===== src/rtl/dcs_consts.svh =====
// Timing constants and reset values for the dead-time, capacitive-mode and overcurrent sequencer.
`ifndef DCS_CONSTS_SVH
`define DCS_CONSTS_SVH

// Clock period in picoseconds (250 MHz).
`define DCS_CLK_PERIOD_PS 4000

// Printed times in their own units.
`define DCS_MIN_DT_NS 235
`define DCS_MAX_DT_NS 1000
`define DCS_FIX_DT_NS 300
`define DCS_CMP_TIMEOUT_US 52
`define DCS_OCP_HOLD_US 10

// Conversion helpers: least times round up, longest times round down.
`define DCS_CYC_CEIL(ps) (((ps) + `DCS_CLK_PERIOD_PS - 1) / `DCS_CLK_PERIOD_PS)
`define DCS_CYC_FLOOR(ps) ((ps) / `DCS_CLK_PERIOD_PS)

// Derived cycle counts.
`define DCS_MIN_DT_CYC `DCS_CYC_CEIL(`DCS_MIN_DT_NS * 1000)
`define DCS_MAX_DT_CYC `DCS_CYC_FLOOR(`DCS_MAX_DT_NS * 1000)
`define DCS_FIX_DT_CYC `DCS_CYC_CEIL(`DCS_FIX_DT_NS * 1000)
`define DCS_CMP_TIMEOUT_CYC `DCS_CYC_FLOOR(`DCS_CMP_TIMEOUT_US * 1000000)
`define DCS_OCP_HOLD_CYC `DCS_CYC_CEIL(`DCS_OCP_HOLD_US * 1000000)

// Counter widths and synchroniser reset value.
`define DCS_CNT_W 16
`define DCS_HOLD_W 12
`define DCS_SYNC_RST 9'h000

`endif


===== src/rtl/dcs_pkg.sv =====
// Types shared by the sequencer modules.
package dcs_pkg;

  // Comparator and status inputs that need synchronising.
  typedef struct packed {
    logic slew;
    logic pos_pol;
    logic neg_pol;
    logic oc_level1;
    logic oc_level2;
    logic timer_first;
    logic timer_shutdown;
    logic timer_restart;
    logic undervoltage_lockout;
  } dcs_cmp_s;

  // Gate sequencing states.
  typedef enum logic [2:0] {
    DCS_ST_OFF,
    DCS_ST_HIGH_ON,
    DCS_ST_LOW_ON,
    DCS_ST_DT_TO_LOW,
    DCS_ST_DT_TO_HIGH
  } dcs_gate_e;

  // Overcurrent sequencing states.
  typedef enum logic [2:0] {
    DCS_OC_IDLE,
    DCS_OC_REGULATE,
    DCS_OC_PROTECT,
    DCS_OC_HICCUP,
    DCS_OC_LATCHED
  } dcs_ocp_e;

endpackage


===== src/rtl/dcs_cmp_if.sv =====
// Interface carrying synchronised comparator results between the sequencer modules.
`timescale 1ns/1ps
`default_nettype none

interface dcs_cmp_if;
  dcs_pkg::dcs_cmp_s cmp;

  // The synchroniser drives, the sequencer reads.
  modport src (output cmp);
  modport dst (input cmp);
endinterface

`default_nettype wire


===== src/rtl/dcs_sync.sv =====
// Two-stage synchroniser for the comparator inputs of the sequencer.
`timescale 1ns/1ps
`default_nettype none
`include "dcs_consts.svh"

module dcs_sync (
  input  wire logic              clk_i,
  input  wire logic              rst_i,
  input  wire dcs_pkg::dcs_cmp_s raw_i,
  dcs_cmp_if.src                 out
);

  dcs_pkg::dcs_cmp_s meta_q;
  dcs_pkg::dcs_cmp_s sync_q;

  // First stage feeds only the second stage, so metastability never reaches decisions.
  always_ff @(posedge clk_i) begin
    if (rst_i) begin
      meta_q <= `DCS_SYNC_RST;
      sync_q <= `DCS_SYNC_RST;
    end else begin
      meta_q <= raw_i;
      sync_q <= meta_q;
    end
  end

  // Only the second stage is visible to the sequencer.
  assign out.cmp = sync_q;

endmodule

`default_nettype wire


===== src/rtl/dcs_sequencer.sv =====
// Dead-time, capacitive-mode guard and overcurrent sequencer for a resonant half-bridge.
`timescale 1ns/1ps
`default_nettype none
`include "dcs_consts.svh"

module dcs_sequencer #(
  parameter int CNT_W           = `DCS_CNT_W,
  parameter int HOLD_W          = `DCS_HOLD_W,
  parameter int CMP_TIMEOUT_CYC = `DCS_CMP_TIMEOUT_CYC,
  parameter int OCP_HOLD_CYC    = `DCS_OCP_HOLD_CYC
) (
  input  wire logic clk_i,
  input  wire logic rst_i,
  input  wire logic osc_phase_i,
  input  wire logic slew_sense_i,
  input  wire logic positive_polarity_flag_i,
  input  wire logic negative_polarity_flag_i,
  input  wire logic oc_level1_i,
  input  wire logic oc_level2_i,
  input  wire logic timer_first_i,
  input  wire logic timer_shutdown_i,
  input  wire logic timer_restart_i,
  input  wire logic undervoltage_lockout_i,
  output logic      high_side_gate_o,
  output logic      low_side_gate_o,
  output logic      deadtime_active_o,
  output logic      osc_halt_o,
  output logic      ss_discharge_o,
  output logic      timer_charge_o,
  output logic      capacitive_mode_o,
  output logic      overcurrent_latched_o
);

  // Cycle thresholds at counter width.
  localparam logic [CNT_W-1:0]  MIN_DT      = CNT_W'(`DCS_MIN_DT_CYC);
  localparam logic [CNT_W-1:0]  MAX_DT      = CNT_W'(`DCS_MAX_DT_CYC);
  localparam logic [CNT_W-1:0]  FIX_DT      = CNT_W'(`DCS_FIX_DT_CYC);
  localparam logic [CNT_W-1:0]  CMP_TIMEOUT = CNT_W'(CMP_TIMEOUT_CYC);
  localparam logic [HOLD_W-1:0] OCP_HOLD    = HOLD_W'(OCP_HOLD_CYC);

  // Saturating increment, used by the dead-time counter only; the hold counter stops at OCP_HOLD on its own.
  function automatic logic [CNT_W-1:0] sat_inc(input logic [CNT_W-1:0] v);
    logic [CNT_W-1:0] r;
    r = v;
    if (v != {CNT_W{1'b1}}) begin
      r = v + CNT_W'(1);
    end
    return r;
  endfunction

  // Comparator synchronisation.
  dcs_cmp_if         cmp_bus ();
  dcs_pkg::dcs_cmp_s raw_cmp;

  assign raw_cmp.slew           = slew_sense_i;
  assign raw_cmp.pos_pol        = positive_polarity_flag_i;
  assign raw_cmp.neg_pol        = negative_polarity_flag_i;
  assign raw_cmp.oc_level1      = oc_level1_i;
  assign raw_cmp.oc_level2      = oc_level2_i;
  assign raw_cmp.timer_first    = timer_first_i;
  assign raw_cmp.timer_shutdown = timer_shutdown_i;
  assign raw_cmp.timer_restart  = timer_restart_i;
  assign raw_cmp.undervoltage_lockout           = undervoltage_lockout_i;

  // All comparator results pass two flip-flops before use.
  dcs_sync u_sync (
    .clk_i (clk_i),
    .rst_i (rst_i),
    .raw_i (raw_cmp),
    .out   (cmp_bus.src)
  );

  dcs_pkg::dcs_gate_e state_q;
  dcs_pkg::dcs_ocp_e  ocp_q;
  logic [CNT_W-1:0]   dt_cnt_q;
  logic [HOLD_W-1:0]  hold_cnt_q;
  logic               hs_q;
  logic               ls_q;
  logic               slew_seen_q;
  logic               slew_alive_q;
  logic               cap_block_q;
  logic               ss_cmp_q;
  logic               ss_ocp_q;
  logic               charge_q;
  logic               shutdown;
  logic               hs_off_evt;
  logic               ls_off_evt;
  logic               min_ok;
  logic               max_ok;
  logic               fix_ok;
  logic               cmp_expired;
  logic               low_on_ok;
  logic               high_on_ok;

  // Gates are held off by hiccup, the latched state or supply lockout.
  assign shutdown = (ocp_q == dcs_pkg::DCS_OC_HICCUP) || (ocp_q == dcs_pkg::DCS_OC_LATCHED) || cmp_bus.cmp.undervoltage_lockout;

  // Normal turn-off events follow the oscillator phase.
  assign hs_off_evt = (state_q == dcs_pkg::DCS_ST_HIGH_ON) && !osc_phase_i;
  assign ls_off_evt = (state_q == dcs_pkg::DCS_ST_LOW_ON) && osc_phase_i;

  // Dead-time thresholds.
  assign min_ok      = dt_cnt_q >= MIN_DT;
  assign max_ok      = dt_cnt_q >= MAX_DT;
  assign fix_ok      = dt_cnt_q >= FIX_DT;
  assign cmp_expired = dt_cnt_q >= CMP_TIMEOUT;

  // Low-side turn-on waits for the falling edge to end and the sense to recover.
  always_comb begin
    low_on_ok = 1'b0;
    if (min_ok) begin
      if (cap_block_q) begin
        low_on_ok = (cmp_bus.cmp.pos_pol && slew_seen_q && !cmp_bus.cmp.slew) || cmp_expired;
      end else if (!slew_alive_q) begin
        low_on_ok = fix_ok;
      end else begin
        low_on_ok = (slew_seen_q && !cmp_bus.cmp.slew) || max_ok;
      end
    end
  end

  // High-side turn-on is taken from the detection of the rising-edge current.
  always_comb begin
    high_on_ok = 1'b0;
    if (min_ok) begin
      if (cap_block_q) begin
        high_on_ok = (cmp_bus.cmp.neg_pol && (slew_seen_q || cmp_bus.cmp.slew)) || cmp_expired;
      end else if (!slew_alive_q) begin
        high_on_ok = fix_ok;
      end else begin
        high_on_ok = slew_seen_q || cmp_bus.cmp.slew || max_ok;
      end
    end
  end

  // Gate state machine; only one gate flip-flop can be set at a time.
  always_ff @(posedge clk_i) begin
    if (rst_i) begin
      state_q     <= dcs_pkg::DCS_ST_OFF;
      hs_q        <= 1'b0;
      ls_q        <= 1'b0;
      dt_cnt_q    <= '0;
      slew_seen_q <= 1'b0;
      cap_block_q <= 1'b0;
    end else if (shutdown) begin
      state_q     <= dcs_pkg::DCS_ST_OFF;
      hs_q        <= 1'b0;
      ls_q        <= 1'b0;
      dt_cnt_q    <= '0;
      slew_seen_q <= 1'b0;
      cap_block_q <= 1'b0;
    end else begin
      case (state_q)
        dcs_pkg::DCS_ST_OFF: begin
          // Restart on the low side so the bootstrap supply charges first.
          state_q     <= dcs_pkg::DCS_ST_DT_TO_LOW;
          dt_cnt_q    <= '0;
          slew_seen_q <= 1'b0;
          cap_block_q <= 1'b0;
        end
        dcs_pkg::DCS_ST_HIGH_ON: begin
          if (hs_off_evt) begin
            hs_q        <= 1'b0;
            state_q     <= dcs_pkg::DCS_ST_DT_TO_LOW;
            dt_cnt_q    <= '0;
            slew_seen_q <= 1'b0;
            cap_block_q <= !cmp_bus.cmp.pos_pol;
          end
        end
        dcs_pkg::DCS_ST_LOW_ON: begin
          if (ls_off_evt) begin
            ls_q        <= 1'b0;
            state_q     <= dcs_pkg::DCS_ST_DT_TO_HIGH;
            dt_cnt_q    <= '0;
            slew_seen_q <= 1'b0;
            cap_block_q <= !cmp_bus.cmp.neg_pol;
          end
        end
        dcs_pkg::DCS_ST_DT_TO_LOW: begin
          dt_cnt_q <= sat_inc(dt_cnt_q);
          if (cmp_bus.cmp.slew) begin
            slew_seen_q <= 1'b1;
          end
          if (low_on_ok && !hs_q) begin
            ls_q        <= 1'b1;
            state_q     <= dcs_pkg::DCS_ST_LOW_ON;
            cap_block_q <= 1'b0;
          end
        end
        dcs_pkg::DCS_ST_DT_TO_HIGH: begin
          dt_cnt_q <= sat_inc(dt_cnt_q);
          if (cmp_bus.cmp.slew) begin
            slew_seen_q <= 1'b1;
          end
          if (high_on_ok && !ls_q) begin
            hs_q        <= 1'b1;
            state_q     <= dcs_pkg::DCS_ST_HIGH_ON;
            cap_block_q <= 1'b0;
          end
        end
        default: begin
          state_q <= dcs_pkg::DCS_ST_OFF;
          hs_q    <= 1'b0;
          ls_q    <= 1'b0;
        end
      endcase
    end
  end

  // Remembers whether slew sensing has ever worked; an open sense pin never sets it.
  always_ff @(posedge clk_i) begin
    if (rst_i) begin
      slew_alive_q <= 1'b0;
    end else if (cmp_bus.cmp.slew) begin
      slew_alive_q <= 1'b1;
    end
  end

  // Soft-start discharge after a capacitive event; the next turn-off releases it.
  // A turn-off that detects a new event sets it again, so the set wins.
  always_ff @(posedge clk_i) begin
    if (rst_i) begin
      ss_cmp_q <= 1'b0;
    end else if (hs_off_evt) begin
      ss_cmp_q <= !cmp_bus.cmp.pos_pol;
    end else if (ls_off_evt) begin
      ss_cmp_q <= !cmp_bus.cmp.neg_pol;
    end
  end

  // Overcurrent sequencing: regulate, protect, hiccup or latch.
  always_ff @(posedge clk_i) begin
    if (rst_i) begin
      ocp_q      <= dcs_pkg::DCS_OC_IDLE;
      hold_cnt_q <= '0;
      ss_ocp_q   <= 1'b0;
      charge_q   <= 1'b0;
    end else if (cmp_bus.cmp.oc_level2 && (ocp_q != dcs_pkg::DCS_OC_LATCHED)) begin
      ocp_q    <= dcs_pkg::DCS_OC_LATCHED;
      ss_ocp_q <= 1'b1;
      charge_q <= 1'b0;
    end else begin
      case (ocp_q)
        dcs_pkg::DCS_OC_IDLE: begin
          if (cmp_bus.cmp.oc_level1) begin
            ocp_q      <= dcs_pkg::DCS_OC_REGULATE;
            hold_cnt_q <= '0;
            ss_ocp_q   <= 1'b1;
            charge_q   <= 1'b1;
          end
        end
        dcs_pkg::DCS_OC_REGULATE: begin
          if (hold_cnt_q != OCP_HOLD) begin
            hold_cnt_q <= hold_cnt_q + HOLD_W'(1);
          end
          if (cmp_bus.cmp.timer_first && cmp_bus.cmp.oc_level1) begin
            ocp_q <= dcs_pkg::DCS_OC_PROTECT;
          end else if (!cmp_bus.cmp.oc_level1 && (hold_cnt_q == OCP_HOLD)) begin
            ocp_q    <= dcs_pkg::DCS_OC_IDLE;
            ss_ocp_q <= 1'b0;
            charge_q <= 1'b0;
          end
        end
        dcs_pkg::DCS_OC_PROTECT: begin
          if (cmp_bus.cmp.timer_shutdown) begin
            ocp_q    <= dcs_pkg::DCS_OC_HICCUP;
            charge_q <= 1'b0;
          end else if (!cmp_bus.cmp.oc_level1) begin
            ocp_q    <= dcs_pkg::DCS_OC_IDLE;
            ss_ocp_q <= 1'b0;
            charge_q <= 1'b0;
          end
        end
        dcs_pkg::DCS_OC_HICCUP: begin
          // Soft-start stays discharged so switching restarts gently.
          if (cmp_bus.cmp.timer_restart) begin
            ocp_q    <= dcs_pkg::DCS_OC_IDLE;
            ss_ocp_q <= 1'b0;
          end
        end
        dcs_pkg::DCS_OC_LATCHED: begin
          if (cmp_bus.cmp.undervoltage_lockout) begin
            ocp_q    <= dcs_pkg::DCS_OC_IDLE;
            ss_ocp_q <= 1'b0;
          end
        end
        default: begin
          ocp_q    <= dcs_pkg::DCS_OC_IDLE;
          ss_ocp_q <= 1'b0;
          charge_q <= 1'b0;
        end
      endcase
    end
  end

  // Outputs decode flip-flops only.
  assign high_side_gate_o      = hs_q;
  assign low_side_gate_o       = ls_q;
  assign deadtime_active_o     = (state_q == dcs_pkg::DCS_ST_DT_TO_LOW) || (state_q == dcs_pkg::DCS_ST_DT_TO_HIGH);
  assign osc_halt_o            = deadtime_active_o && cap_block_q;
  assign capacitive_mode_o     = cap_block_q;
  assign ss_discharge_o        = ss_cmp_q || ss_ocp_q;
  assign timer_charge_o        = charge_q;
  assign overcurrent_latched_o = (ocp_q == dcs_pkg::DCS_OC_LATCHED);

endmodule

`default_nettype wire


===== config.mk =====
export PLATFORM = sky130hd
export DESIGN_NAME = dcs_sequencer
export DESIGN_NICKNAME = d
export VERILOG_FILES = /design/src/rtl/dcs_pkg.sv /design/src/rtl/dcs_cmp_if.sv /design/src/rtl/dcs_sync.sv /design/src/rtl/dcs_sequencer.sv
export VERILOG_INCLUDE_DIRS = /design/src /design/src/rtl
export SDC_FILE = /design/constraint.sdc
export NUM_CORES = 1
export LEC_CHECK = 0
export BUFFER_PORTS_ARGS = -buffer_cell sky130_fd_sc_hd__buf_2
export CAP_MARGIN = 20
export CELL_PAD_IN_SITES_DETAIL_PLACEMENT = 1
export CELL_PAD_IN_SITES_GLOBAL_PLACEMENT = 2
export CORE_MARGIN = 2
export CORE_UTILIZATION = 39
export CTS_CLUSTER_SIZE = 14
export DETAILED_ROUTE_END_ITERATION = 10
export GPL_TIMING_DRIVEN = 0
export PLACE_DENSITY = 0.91
export REMOVE_ABC_BUFFERS = 1
export SLEW_MARGIN = 20
export SYNTH_ARGS = -nofsm -noshare
export SYNTH_HDL_FRONTEND = slang
export SYNTH_SLANG_ARGS = --single-unit

===== constraint.sdc =====
create_clock -name clk_i -period 4.83 [get_ports clk_i]
set_input_delay 0.2415 -clock clk_i [delete_from_list [all_inputs] [get_ports clk_i]]
set_output_delay 0.2415 -clock clk_i [all_outputs]
set_load 0.01 [all_outputs]

Word-level counts from Yosys, hierarchy flattened --
Cells that the tools add are included.
Cells by class: add/subtract/negate cells 2, $lt $le $gt $ge 4, equality and inequality tests 35, muxes and demuxes 52, bitwise logic cells 4, reductions and logical operators 51
Operator list (number):
- $pmux 16 s4 | 1
- $mux 16 | 3
- $mux 3 | 12
- $pmux 3 s5 | 2
- $mux 1 | 25
- $mux 12 | 2
- $pmux 12 s2 | 1
- $ne 3x3->1 const B | 7
- $reduce_and 5->1 | 4
- $add 16x1->16 const B | 1
- $ge 16x14->1 const B | 1
- $ge 16x6->1 const B | 1
- $ge 16x7->1 const B | 1
- $ge 16x8->1 const B | 1
- $ne 16x16->1 const B | 1
- $reduce_and 4->1 | 4
- $ne 2x2->1 const B | 7
- $add 12x1->12 const B | 1
- $eq 12x12->1 const B | 1
- $eq 3x2->1 const B | 4
- $logic_and 1x1->1 | 12
- $ne 12x12->1 const B | 1
- $ne 2x1->1 const B | 5
- $pmux 1 s5 | 2
- other kinds (18) | 48
Storage, ports and cells: register bits 60, bits of input ports 12, word-level logic and storage cells 179

Longest topological paths before layout --
Gate-level depths: netlist of run 1.
depth after elaboration 9, mapped depth 8, mapped depth without buffers 8

By module --
Synthesis of run 1 repeated with hierarchy kept, for this count alone.
Second synthesis, totals: cell total of the unflattened synthesis 343, area total of the unflattened synthesis 2929.1 sq um
By module, submodules not included:
- dcs_sequencer | times used 1, cells an instance 306, area an instance 2439.8 sq um, seq. area each 840.8 sq um
- dcs_sync | times used 1, cells an instance 37, area an instance 489.2 sq um, seq. area each 360.3 sq um

Worst setup path before layout of run 1 --
No wires, ideal clock.
path type flip-flop to flip-flop, start point reg dt_cnt_q[1], end point reg cap_block_q (netlist: capacitive_mode_o), data arrival time 1.918 ns, required time 4.707 ns, slack 2.788 ns, stages on the path, launching flop included 8, buffers on the path 0, clock period less this slack 2.042 ns, cells stage by stage dfxtp_1 -> ha_1 -> o21ai_0 -> o311ai_0 -> a211oi_1 -> a2111oi_0 -> or3b_1 -> mux2i_1
Between the ends: cells in the longest elaborated chain, start to end 8
RTL lines:
- start, declared | line dcs_sequencer.sv:75 | logic [CNT_W-1:0] dt_cnt_q;
- start signal, assigned | line dcs_sequencer.sv:180 | dt_cnt_q <= sat_inc(dt_cnt_q);
- start signal, assigned | line dcs_sequencer.sv:191 | dt_cnt_q <= sat_inc(dt_cnt_q);
- $ge 16x8->1 | line dcs_sequencer.sv:104 | assign max_ok = dt_cnt_q >= MAX_DT;
- $logic_or 1x1->1, on equally long branches | line dcs_sequencer.sv:131, dcs_sequencer.sv:117
- $mux 1, on equally long branches | line dcs_sequencer.sv:128, dcs_sequencer.sv:114
- $mux 1, on equally long branches | line dcs_sequencer.sv:126, dcs_sequencer.sv:112
- $mux 1, on equally long branches | line dcs_sequencer.sv:125, dcs_sequencer.sv:111
- $logic_and 1x1->1, on equally long branches | line dcs_sequencer.sv:195, dcs_sequencer.sv:184
- $ne 2x2->1 (no line)
- $reduce_and 5->1 (no line) (*)
- end signal, assigned | line dcs_sequencer.sv:167 | cap_block_q <= !cmp_bus.cmp.pos_pol;
- end signal, assigned | line dcs_sequencer.sv:176 | cap_block_q <= !cmp_bus.cmp.neg_pol;
- end, declared | line dcs_sequencer.sv:81 | logic cap_block_q;
Every way passes the cells marked *; elsewhere a longest branch is shown, timed or not. A chain may end at the register's enable or synchronous reset.

Worst setup path in the final report of run 1 --
start point reg state_q[2], end point reg dt_cnt_q[15]
Between the ends: cells in the longest elaborated chain, start to end 4
RTL lines:
- start, declared | line dcs_sequencer.sv:73 | dcs_pkg::dcs_gate_e state_q;
- start signal, assigned | line dcs_sequencer.sv:139 | state_q <= dcs_pkg::DCS_ST_OFF;
- start signal, assigned | line dcs_sequencer.sv:146 | state_q <= dcs_pkg::DCS_ST_OFF;
- start signal, assigned | line dcs_sequencer.sv:156 | state_q <= dcs_pkg::DCS_ST_DT_TO_LOW;
- $eq 3x2->1, or another cell as far along | line dcs_sequencer.sv:153 | case (state_q)
- $reduce_or 2->1 (no line), or another cell as far along
- $ne 2x1->1 (no line), or another cell as far along
- $reduce_and 4->1 (no line)
Parallel ways exist; a longest one is shown, timed or not.

==> results of run 1 <==
-- state kept, by name (all words and copies together), names as in the netlist --
name	cells
dt_cnt_q	16
hold_cnt_q	12
u_sync.meta_q	9
u_sync.out.cmp	9
ocp_q	3
state_q	3
capacitive_mode_o	1
high_side_gate_o	1
low_side_gate_o	1
slew_alive_q	1
slew_seen_q	1
ss_cmp_q	1
ss_ocp_q	1
timer_charge_o	1
-- layer usage --
metal / part of all wire, % / routed length [µm]
met4: 1.2 / 77
met2: 50 / 3100
met5: 0 / 0
met1: 46 / 2870
met3: 2.9 / 183
-- area by class of cell --
cell class,count,area [µm²]
sequential,60,1200
clock buffer,11,151
clock inverter,4,25.0
inverter,10,37.5
tap,96,120
timing repair buffer,19,95.1
fill,850,3740
multi-input combinational,243,1530
-- Yosys cell counts (3+ instances only) --
cell,instances,area share [%]
sky130_fd_sc_hd__a211oi_1,10,2.7
sky130_fd_sc_hd__a21o_1,3,0.80
sky130_fd_sc_hd__a21oi_1,16,2.8
sky130_fd_sc_hd__and3_1,5,1.1
sky130_fd_sc_hd__buf_2,3,0.53
sky130_fd_sc_hd__clkbuf_1,9,1.2
sky130_fd_sc_hd__dfxtp_1,60,43
sky130_fd_sc_hd__ha_1,4,1.8
sky130_fd_sc_hd__inv_1,10,1.3
sky130_fd_sc_hd__nand2_1,19,2.5
sky130_fd_sc_hd__nand2b_1,6,1.3
sky130_fd_sc_hd__nand3_1,9,1.6
sky130_fd_sc_hd__nand3b_1,4,1.1
sky130_fd_sc_hd__nand4_1,6,1.3
sky130_fd_sc_hd__nor2_1,44,5.9
sky130_fd_sc_hd__nor2b_1,21,4.7
sky130_fd_sc_hd__nor3_1,10,1.8
sky130_fd_sc_hd__nor4_1,4,0.89
sky130_fd_sc_hd__o21ai_0,12,2.1
sky130_fd_sc_hd__or2_2,3,0.67
sky130_fd_sc_hd__or3_1,7,1.6
sky130_fd_sc_hd__xnor2_1,10,3.1
sky130_fd_sc_hd__xor2_1,12,3.7
-- cells by family after synthesis --
kind of cell               count (synthesis)  share of synthesized area, %
adders and majority gates                  4                          1.77
buffers and inverters                     22                          3.06
muxes                                      2                         0.710
DFF                                       60                          42.6
and+or+nand+nor                          154                          29.9
AOI/OAI and AO/OA                         61                          15.1
xor gates and xnor gates                  22                          6.83
-- worst paths after layout --
kind / cells past startpoint / start / to / slack (ns)
hold reg to reg: 1 / u_sync.meta_q[0] / u_sync.out.cmp[0] / 0.44
hold / removal: 2 / oc_level1_i / u_sync.meta_q[5] / 0.12
setup reg to reg: 6 / state_q[2] / dt_cnt_q[15] / 2.11
setup / recovery: 6 / state_q[2] / dt_cnt_q[15] / 2.11
-- metrics by stage --
stage	instances	util [%]
after CTS	443	45.8
final	443	45.8
after global routing	443	45.8
after detailed placement	428	43.2
after global placement	428	43.2
after floorplan	313	-
-- worst max-delay path, delay by kind of cell, from the launching register on --
| family | cells | cell delay [ns] |
|---|---|---|
| AOI/OAI and AO/OA | 2 | 1.18 |
| xor gates and xnor gates | 1 | 0.15 |
| DFF | 1 | 0.59 |
| and+or+nand+nor | 3 | 0.68 |
-- power by group --
group / switching [mW] / internal [mW]
combinational: 0.0735 / 0.0522
sequential: 0.0250 / 0.514
clock: 0.196 / 0.209
total: 0.294 / 0.775
==> run_summary.xml, run 1 <==
<?xml version="1.0" encoding="UTF-8"?>
<metrics>
  <group name="run_status">
    <metric name="result_of_the_run" unit="">complete, no violations</metric>
  </group>
  <group name="sta">
    <metric name="setup_viol_count_final" unit="">0</metric>
    <metric name="final.min_clock_period" unit="ns">2.72</metric>
    <metric name="slew-limit-headroom" unit="%">33.0</metric>
    <metric name="hold_viol" unit="">0</metric>
    <metric name="report.final.slew_viol_count" unit="">0</metric>
    <metric name="post_route_fraction_of_the_period_consumed_by_the_critical_path" unit="%">56.4</metric>
    <metric name="hold_slack" unit="ns">0.120</metric>
    <metric name="fin_ws" unit="ns">2.11</metric>
    <metric name="finalClockSkew" unit="ns">0.00841</metric>
    <metric name="grt_setup_unrepaired" unit="">no</metric>
    <metric name="fmax" unit="MHz">367</metric>
    <metric name="tightestPinTransition" unit="ns">0.999</metric>
    <metric name="finalSetupTns" unit="ns">0</metric>
  </group>
  <group name="grt">
    <metric name="grt_antenna_before_repair" unit="">0</metric>
    <metric name="globalRoute.busiestLayer" unit="">met2</metric>
    <metric name="grt_start_max_net_pins" unit="">26</metric>
    <metric name="first_global_vias" unit="">2393</metric>
    <metric name="groute.layer.met1.usage" unit="%">20.9</metric>
    <metric name="grt_first_pass_wirelength" unit="µm">11100</metric>
    <metric name="gr-usage-all-layers" unit="%">18.1</metric>
    <metric name="use_met3" unit="%">5.82</metric>
    <metric name="grt_overflow" unit="">0</metric>
    <metric name="grtUsageMet2" unit="%">32.1</metric>
  </group>
  <group name="logic_synthesis">
    <metric name="async_reset_ff_share" unit="%">0</metric>
    <metric name="edff_count_synth" unit="">0</metric>
    <metric name="synthFlopType" unit="">sky130_fd_sc_hd__dfxtp_1</metric>
    <metric name="synth.cell_area" unit="µm²">2820</metric>
    <metric name="postSynthCellCount" unit="">325</metric>
    <metric name="share_of_synthesized_area_occupied_by_flip_flops_and_latches" unit="%">42.6</metric>
    <metric name="yosysWarnings" unit="">0</metric>
    <metric name="yosys_register_bits" unit="">60</metric>
    <metric name="avgSynthCellArea" unit="µm²">8.68</metric>
    <metric name="post_synth_num_cell_types" unit="">50</metric>
  </group>
  <group name="cts">
    <metric name="cts_max_level" unit="">3</metric>
    <metric name="clkLatencyLatePin" unit="ns">0.33</metric>
    <metric name="tritoncts" unit="">built</metric>
    <metric name="root_buffer" unit="">sky130_fd_sc_hd__clkbuf_8</metric>
    <metric name="max-clock-path-buffers" unit="">2</metric>
    <metric name="clk_pin_slew" unit="ns">0.07</metric>
    <metric name="post-cts-setup-buffers" unit="">0</metric>
    <metric name="cts_made_buffers" unit="">9</metric>
    <metric name="cts.sinks" unit="">60</metric>
    <metric name="cts-hold-fix-buffers" unit="">0</metric>
    <metric name="cts_repair_resize_count" unit="">0</metric>
  </group>
  <group name="cells_and_area">
    <metric name="area_added_between_synthesis_and_finish" unit="%">12.2</metric>
    <metric name="drive_above_1_share" unit="%">12.4</metric>
    <metric name="final_cell_mix" unit="">sky130_fd_sc_hd__dfxtp_1 (60), sky130_fd_sc_hd__nor2_1 (44), sky130_fd_sc_hd__nor2b_1 (21), sky130_fd_sc_hd__nand2_1 (19), sky130_fd_sc_hd__buf_2 (19)</metric>
    <metric name="final_net_count" unit="">359</metric>
    <metric name="most_frequent_standard_cell_in_the_layout_excluding_fill_and_tap_cells" unit="">sky130_fd_sc_hd__dfxtp_1</metric>
    <metric name="finish.instance_area" unit="µm²">3160</metric>
    <metric name="num_antenna_cells" unit="">0</metric>
  </group>
  <group name="drt">
    <metric name="number_of_iterations_in_the_first_detailed_routing_pass" unit="">4</metric>
    <metric name="routed_vias_inst" unit="">5.35</metric>
    <metric name="dr_total_vias" unit="">2370</metric>
    <metric name="drc" unit="">0</metric>
    <metric name="iteration_0_drc_count_of_the_detailed_router" unit="">76</metric>
    <metric name="wl_per_cell" unit="µm">14.1</metric>
    <metric name="detail_route.wirelength" unit="µm">6230</metric>
    <metric name="postRouteAntennaNets" unit="">0</metric>
  </group>
  <group name="floorplanning">
    <metric name="die_height" unit="µm">89.0</metric>
    <metric name="io-pin-count" unit="">20</metric>
    <metric name="initial_core_util" unit="%">40.8</metric>
    <metric name="die_width" unit="µm">89.0</metric>
    <metric name="die_area" unit="µm²">7930</metric>
    <metric name="floorplan.rows" unit="">30</metric>
    <metric name="fp.coreArea" unit="µm²">6910</metric>
  </group>
  <group name="placed_design">
    <metric name="gpl.final_weighted_congestion" unit="">0.811</metric>
    <metric name="place_hpwl" unit="µm">4470</metric>
    <metric name="standard_cell_area_after_detailed_placement" unit="µm²">2990</metric>
    <metric name="dpl_worst_slack" unit="ns">2.09</metric>
    <metric name="numPortBuffers" unit="">19</metric>
  </group>
  <group name="pwr">
    <metric name="cellLeakagePower" unit="nW">1.11</metric>
    <metric name="powerDensity" unit="nW/µm²">338</metric>
    <metric name="ir_worst_vdd" unit="µV">184</metric>
    <metric name="power" unit="mW">1.07</metric>
  </group>
  <group name="setup_path">
    <metric name="worst_ep_arrival_time" unit="ns">2.93</metric>
    <metric name="crit_type" unit="">reg2reg</metric>
    <metric name="cp-end-kind" unit="">flip-flop</metric>
    <metric name="crit_path_cell_trace" unit="">or3b_1 &gt; a211o_1 &gt; o31ai_2 &gt; nand2b_1 &gt; xor2_1 &gt; nor2_1</metric>
    <metric name="timing.critical_path.slowest_cell_delay" unit="ns">0.87</metric>
    <metric name="cp.required" unit="ns">5.04</metric>
    <metric name="kind_of_start_point_of_the_critical_path" unit="">flip-flop</metric>
    <metric name="crit_fanout" unit="">14</metric>
    <metric name="crit_path_top_delay_cell" unit="">sky130_fd_sc_hd__o31ai_2</metric>
  </group>
  <group name="worst_hold_path">
    <metric name="hold_path_class" unit="">in2reg</metric>
  </group>
  <group name="run">
    <metric name="maxCapViolCount" unit="">0</metric>
  </group>
</metrics>
Power figures use the tool's default switching activity.
==> run 2, diff against run 1 <==
--- a/config.mk
+++ b/config.mk
@@ -11,11 +11,11 @@
 export CELL_PAD_IN_SITES_DETAIL_PLACEMENT = 1
 export CELL_PAD_IN_SITES_GLOBAL_PLACEMENT = 2
 export CORE_MARGIN = 2
-export CORE_UTILIZATION = 39
+export CORE_UTILIZATION = 37
 export CTS_CLUSTER_SIZE = 14
 export DETAILED_ROUTE_END_ITERATION = 10
 export GPL_TIMING_DRIVEN = 0
-export PLACE_DENSITY = 0.91
+export PLACE_DENSITY = 0.87
 export REMOVE_ABC_BUFFERS = 1
 export SLEW_MARGIN = 20
 export SYNTH_ARGS = -nofsm -noshare
==> constraint.sdc (replaced) <==
create_clock -name clk_i -period 2.6 [get_ports clk_i]
set_input_delay 0.13 -clock clk_i [delete_from_list [all_inputs] [get_ports clk_i]]
set_output_delay 0.13 -clock clk_i [all_outputs]
set_load 0.01 [all_outputs]
==> run 2 against run 1 <==
Effect of this change:
- total power rose by 110%
- clock-buffer cell count fell by 2
- critical path depth did not move
- utilization fell by 0.53 points
- critical endpoint is now dt_cnt_q[8]
- design area rose by 4.9%
- wire length rose by 4.0%
- clock power rose by 130%
- combinational power rose by 110%
- non-clock buffer count rose by 7
- largest cell class unchanged
==> run_summary.xml, run 2 (same netlist as run 1, synthesis figures left out) <==
<?xml version="1.0" encoding="UTF-8"?>
<metrics>
  <group name="run_status">
    <metric name="result_of_the_run" unit="">complete, no violations</metric>
  </group>
  <group name="sta">
    <metric name="finalClockSkew" unit="ns">0.00978</metric>
    <metric name="post_route_fraction_of_the_period_consumed_by_the_critical_path" unit="%">90.3</metric>
    <metric name="final.min_clock_period" unit="ns">2.35</metric>
    <metric name="hold_slack" unit="ns">0.0208</metric>
    <metric name="report.final.slew_viol_count" unit="">0</metric>
    <metric name="finalSetupTns" unit="ns">0</metric>
    <metric name="hold_viol" unit="">0</metric>
    <metric name="tightestPinTransition" unit="ns">0.725</metric>
    <metric name="grt_setup_unrepaired" unit="">no</metric>
    <metric name="fin_ws" unit="ns">0.251</metric>
    <metric name="slew-limit-headroom" unit="%">51.4</metric>
    <metric name="fmax" unit="MHz">426</metric>
    <metric name="setup_viol_count_final" unit="">0</metric>
  </group>
  <group name="worst_hold_path">
    <metric name="hold_path_class" unit="">in2reg</metric>
  </group>
  <group name="cells_and_area">
    <metric name="drive_above_1_share" unit="%">13.0</metric>
    <metric name="reg.largest.list" unit="">dt_cnt_q: 16 flops, hold_cnt_q: 12 flops</metric>
    <metric name="most_frequent_standard_cell_in_the_layout_excluding_fill_and_tap_cells" unit="">sky130_fd_sc_hd__dfxtp_1</metric>
    <metric name="layout.filler_cells" unit="">865</metric>
    <metric name="area_added_between_synthesis_and_finish" unit="%">17.7</metric>
    <metric name="final_standard_cell_utilization_of_the_core" unit="%">45.3</metric>
    <metric name="instances_no_fill" unit="">454</metric>
    <metric name="final_cell_mix" unit="">sky130_fd_sc_hd__dfxtp_1 (60), sky130_fd_sc_hd__nor2_1 (44), sky130_fd_sc_hd__nor2b_1 (21), sky130_fd_sc_hd__nand2_1 (19), sky130_fd_sc_hd__buf_2 (19)</metric>
    <metric name="num_antenna_cells" unit="">0</metric>
    <metric name="largest-register" unit="">dt_cnt_q</metric>
    <metric name="final_net_count" unit="">366</metric>
    <metric name="largest_register_ff_count" unit="">16</metric>
  </group>
  <group name="setup_path">
    <metric name="timing.critical_path.slowest_cell_delay" unit="ns">0.60</metric>
    <metric name="worst_ep_arrival_time" unit="ns">2.55</metric>
    <metric name="kind_of_start_point_of_the_critical_path" unit="">flip-flop</metric>
    <metric name="crit_path_cell_trace" unit="">or3b_1 &gt; a211o_1 &gt; o311ai_4 &gt; nor3b_1 &gt; xnor2_1 &gt; nor2_1</metric>
    <metric name="timing.reg2reg.setup_slack" unit="ns">0.25</metric>
    <metric name="crit_path_top_delay_cell" unit="">sky130_fd_sc_hd__dfxtp_1</metric>
    <metric name="cp-end-kind" unit="">flip-flop</metric>
    <metric name="crit_fanout" unit="">14</metric>
    <metric name="crit_type" unit="">reg2reg</metric>
    <metric name="path_delay_family" unit="">compound AO/OA/AOI/OAI gates</metric>
    <metric name="critPathBufInv" unit="">0</metric>
    <metric name="cp.required" unit="ns">2.80</metric>
  </group>
  <group name="run">
    <metric name="maxCapViolCount" unit="">0</metric>
  </group>
  <group name="drt">
    <metric name="postRouteAntennaNets" unit="">0</metric>
    <metric name="detail_route.wirelength" unit="µm">6480</metric>
    <metric name="number_of_iterations_in_the_first_detailed_routing_pass" unit="">4</metric>
    <metric name="dr_total_vias" unit="">2381</metric>
    <metric name="iteration_0_drc_count_of_the_detailed_router" unit="">48</metric>
    <metric name="routed_vias_inst" unit="">5.24</metric>
    <metric name="wl_per_cell" unit="µm">14.3</metric>
    <metric name="drc" unit="">0</metric>
  </group>
  <group name="cts">
    <metric name="cts_made_buffers" unit="">9</metric>
    <metric name="clk_pin_slew" unit="ns">0.07</metric>
    <metric name="clkLatencyLatePin" unit="ns">0.34</metric>
    <metric name="max-clock-path-buffers" unit="">2</metric>
    <metric name="cts_max_level" unit="">3</metric>
    <metric name="cts.sinks" unit="">60</metric>
    <metric name="tritoncts" unit="">built</metric>
    <metric name="root_buffer" unit="">sky130_fd_sc_hd__clkbuf_8</metric>
  </group>
  <group name="placed_design">
    <metric name="numPlacedInstances" unit="">431</metric>
    <metric name="numPortBuffers" unit="">19</metric>
    <metric name="place_hpwl" unit="µm">4390</metric>
    <metric name="dpl_worst_slack" unit="ns">-0.170</metric>
    <metric name="gpl.final_weighted_congestion" unit="">0.764</metric>
  </group>
  <group name="floorplanning">
    <metric name="io-pin-count" unit="">20</metric>
    <metric name="die_height" unit="µm">91.3</metric>
    <metric name="initial_core_util" unit="%">38.5</metric>
    <metric name="floorplan.rows" unit="">31</metric>
    <metric name="die_area" unit="µm²">8340</metric>
    <metric name="fp.coreArea" unit="µm²">7330</metric>
    <metric name="die_width" unit="µm">91.3</metric>
  </group>
  <group name="pwr">
    <metric name="powerDensity" unit="nW/µm²">662</metric>
    <metric name="cellLeakagePower" unit="nW">1.17</metric>
    <metric name="ir_worst_vdd" unit="µV">353</metric>
  </group>
  <group name="grt">
    <metric name="grt_start_max_net_pins" unit="">26</metric>
    <metric name="grt_first_pass_wirelength" unit="µm">11000</metric>
    <metric name="grt_antenna_before_repair" unit="">0</metric>
    <metric name="first_global_vias" unit="">2374</metric>
    <metric name="grt_overflow" unit="">0</metric>
    <metric name="gr-usage-all-layers" unit="%">16.3</metric>
  </group>
</metrics>
-- run 2: cell types whose count changed in the layout (fill, tap and decap cells not counted), sizes merged --
cell / before / now
clkbuf: 11 / 9
clkinv: 2 / 3
dlygate4sd3: 0 / 6
inv: 10 / 11
buf: 19 / 20
clkinvlp: 2 / 1
bufinv: 0 / 2
-- run 2: worst reg2reg max path: stages, from the launching register on --
cell and delay, ns:
sky130_fd_sc_hd__dfxtp_1 0.60, sky130_fd_sc_hd__or3b_1 0.41, sky130_fd_sc_hd__a211o_1 0.34, sky130_fd_sc_hd__o311ai_4 0.50, sky130_fd_sc_hd__nor3b_1 0.12, sky130_fd_sc_hd__xnor2_1 0.18, sky130_fd_sc_hd__nor2_1 0.05
-- run 2: worst paths after layout --
| kind | startpoint | to | depth (start not counted) |
|---|---|---|---|
| setup reg to reg | state_q[2] | dt_cnt_q[8] | 6 |
| setup / recovery | state_q[2] | dt_cnt_q[8] | 6 |
| hold / removal | oc_level1_i | u_sync.meta_q[5] | 2 |
| hold reg to reg | u_sync.meta_q[5] | u_sync.out.cmp[5] | 1 |
-- run 2: repair_timing --
| action | in CTS | in global routing |
|---|---|---|
| setup endpoints to repair | 8 | 9 |
| gates resized for setup | 1 | 3 |
| buffers inserted | 0 | 1 |
| hold endpoints to repair | 6 | 0 |
| pin swaps | 0 | 1 |
| hold buffers | 6 | 0 |
-- run 2: report_power, final --
part / switching [mW] / total, mW / internal (mW) / leakage (nW)
combinational: 0.143 / 0.259 / 0.117 / 0.574
sequential: 0.0464 / 1.00 / 0.954 / 0.489
clock: 0.392 / 0.936 / 0.544 / 0.110
total: 0.581 / 2.20 / 1.61 / 1.17
-- run 2: final cells by class --
type | count | area [µm²] | share of cell area, %
Timing Repair Buffer | 26 | 175 | 5.28
Multi-Input combinational cell | 243 | 1560 | 46.9
Inverter | 10 | 37.5 | 1.13
Sequential cell | 60 | 1200 | 36.2
Clock inverter | 7 | 98.8 | 2.98
Tap cell | 99 | 124 | 3.73
Clock buffer | 9 | 124 | 3.73
-- run 2: per-stage QoR --
step | power (mW) | instance area [µm²]
after floorplan | 1.18 | 2770
after global routing | 2.30 | 3320
after CTS | 2.21 | 3280
final | 2.20 | 3320
after global placement | 1.25 | 2990
after detailed placement | 1.26 | 2990
-- run 2: per-layer routing --
layer	vias to the layer above	track usage, %	wire (µm)
met4	0	4.55	60
met2	19	29.5	3330
li1	1200	-	-
met5	-	0	0
met3	5	5.23	142
met1	1157	18.3	2940
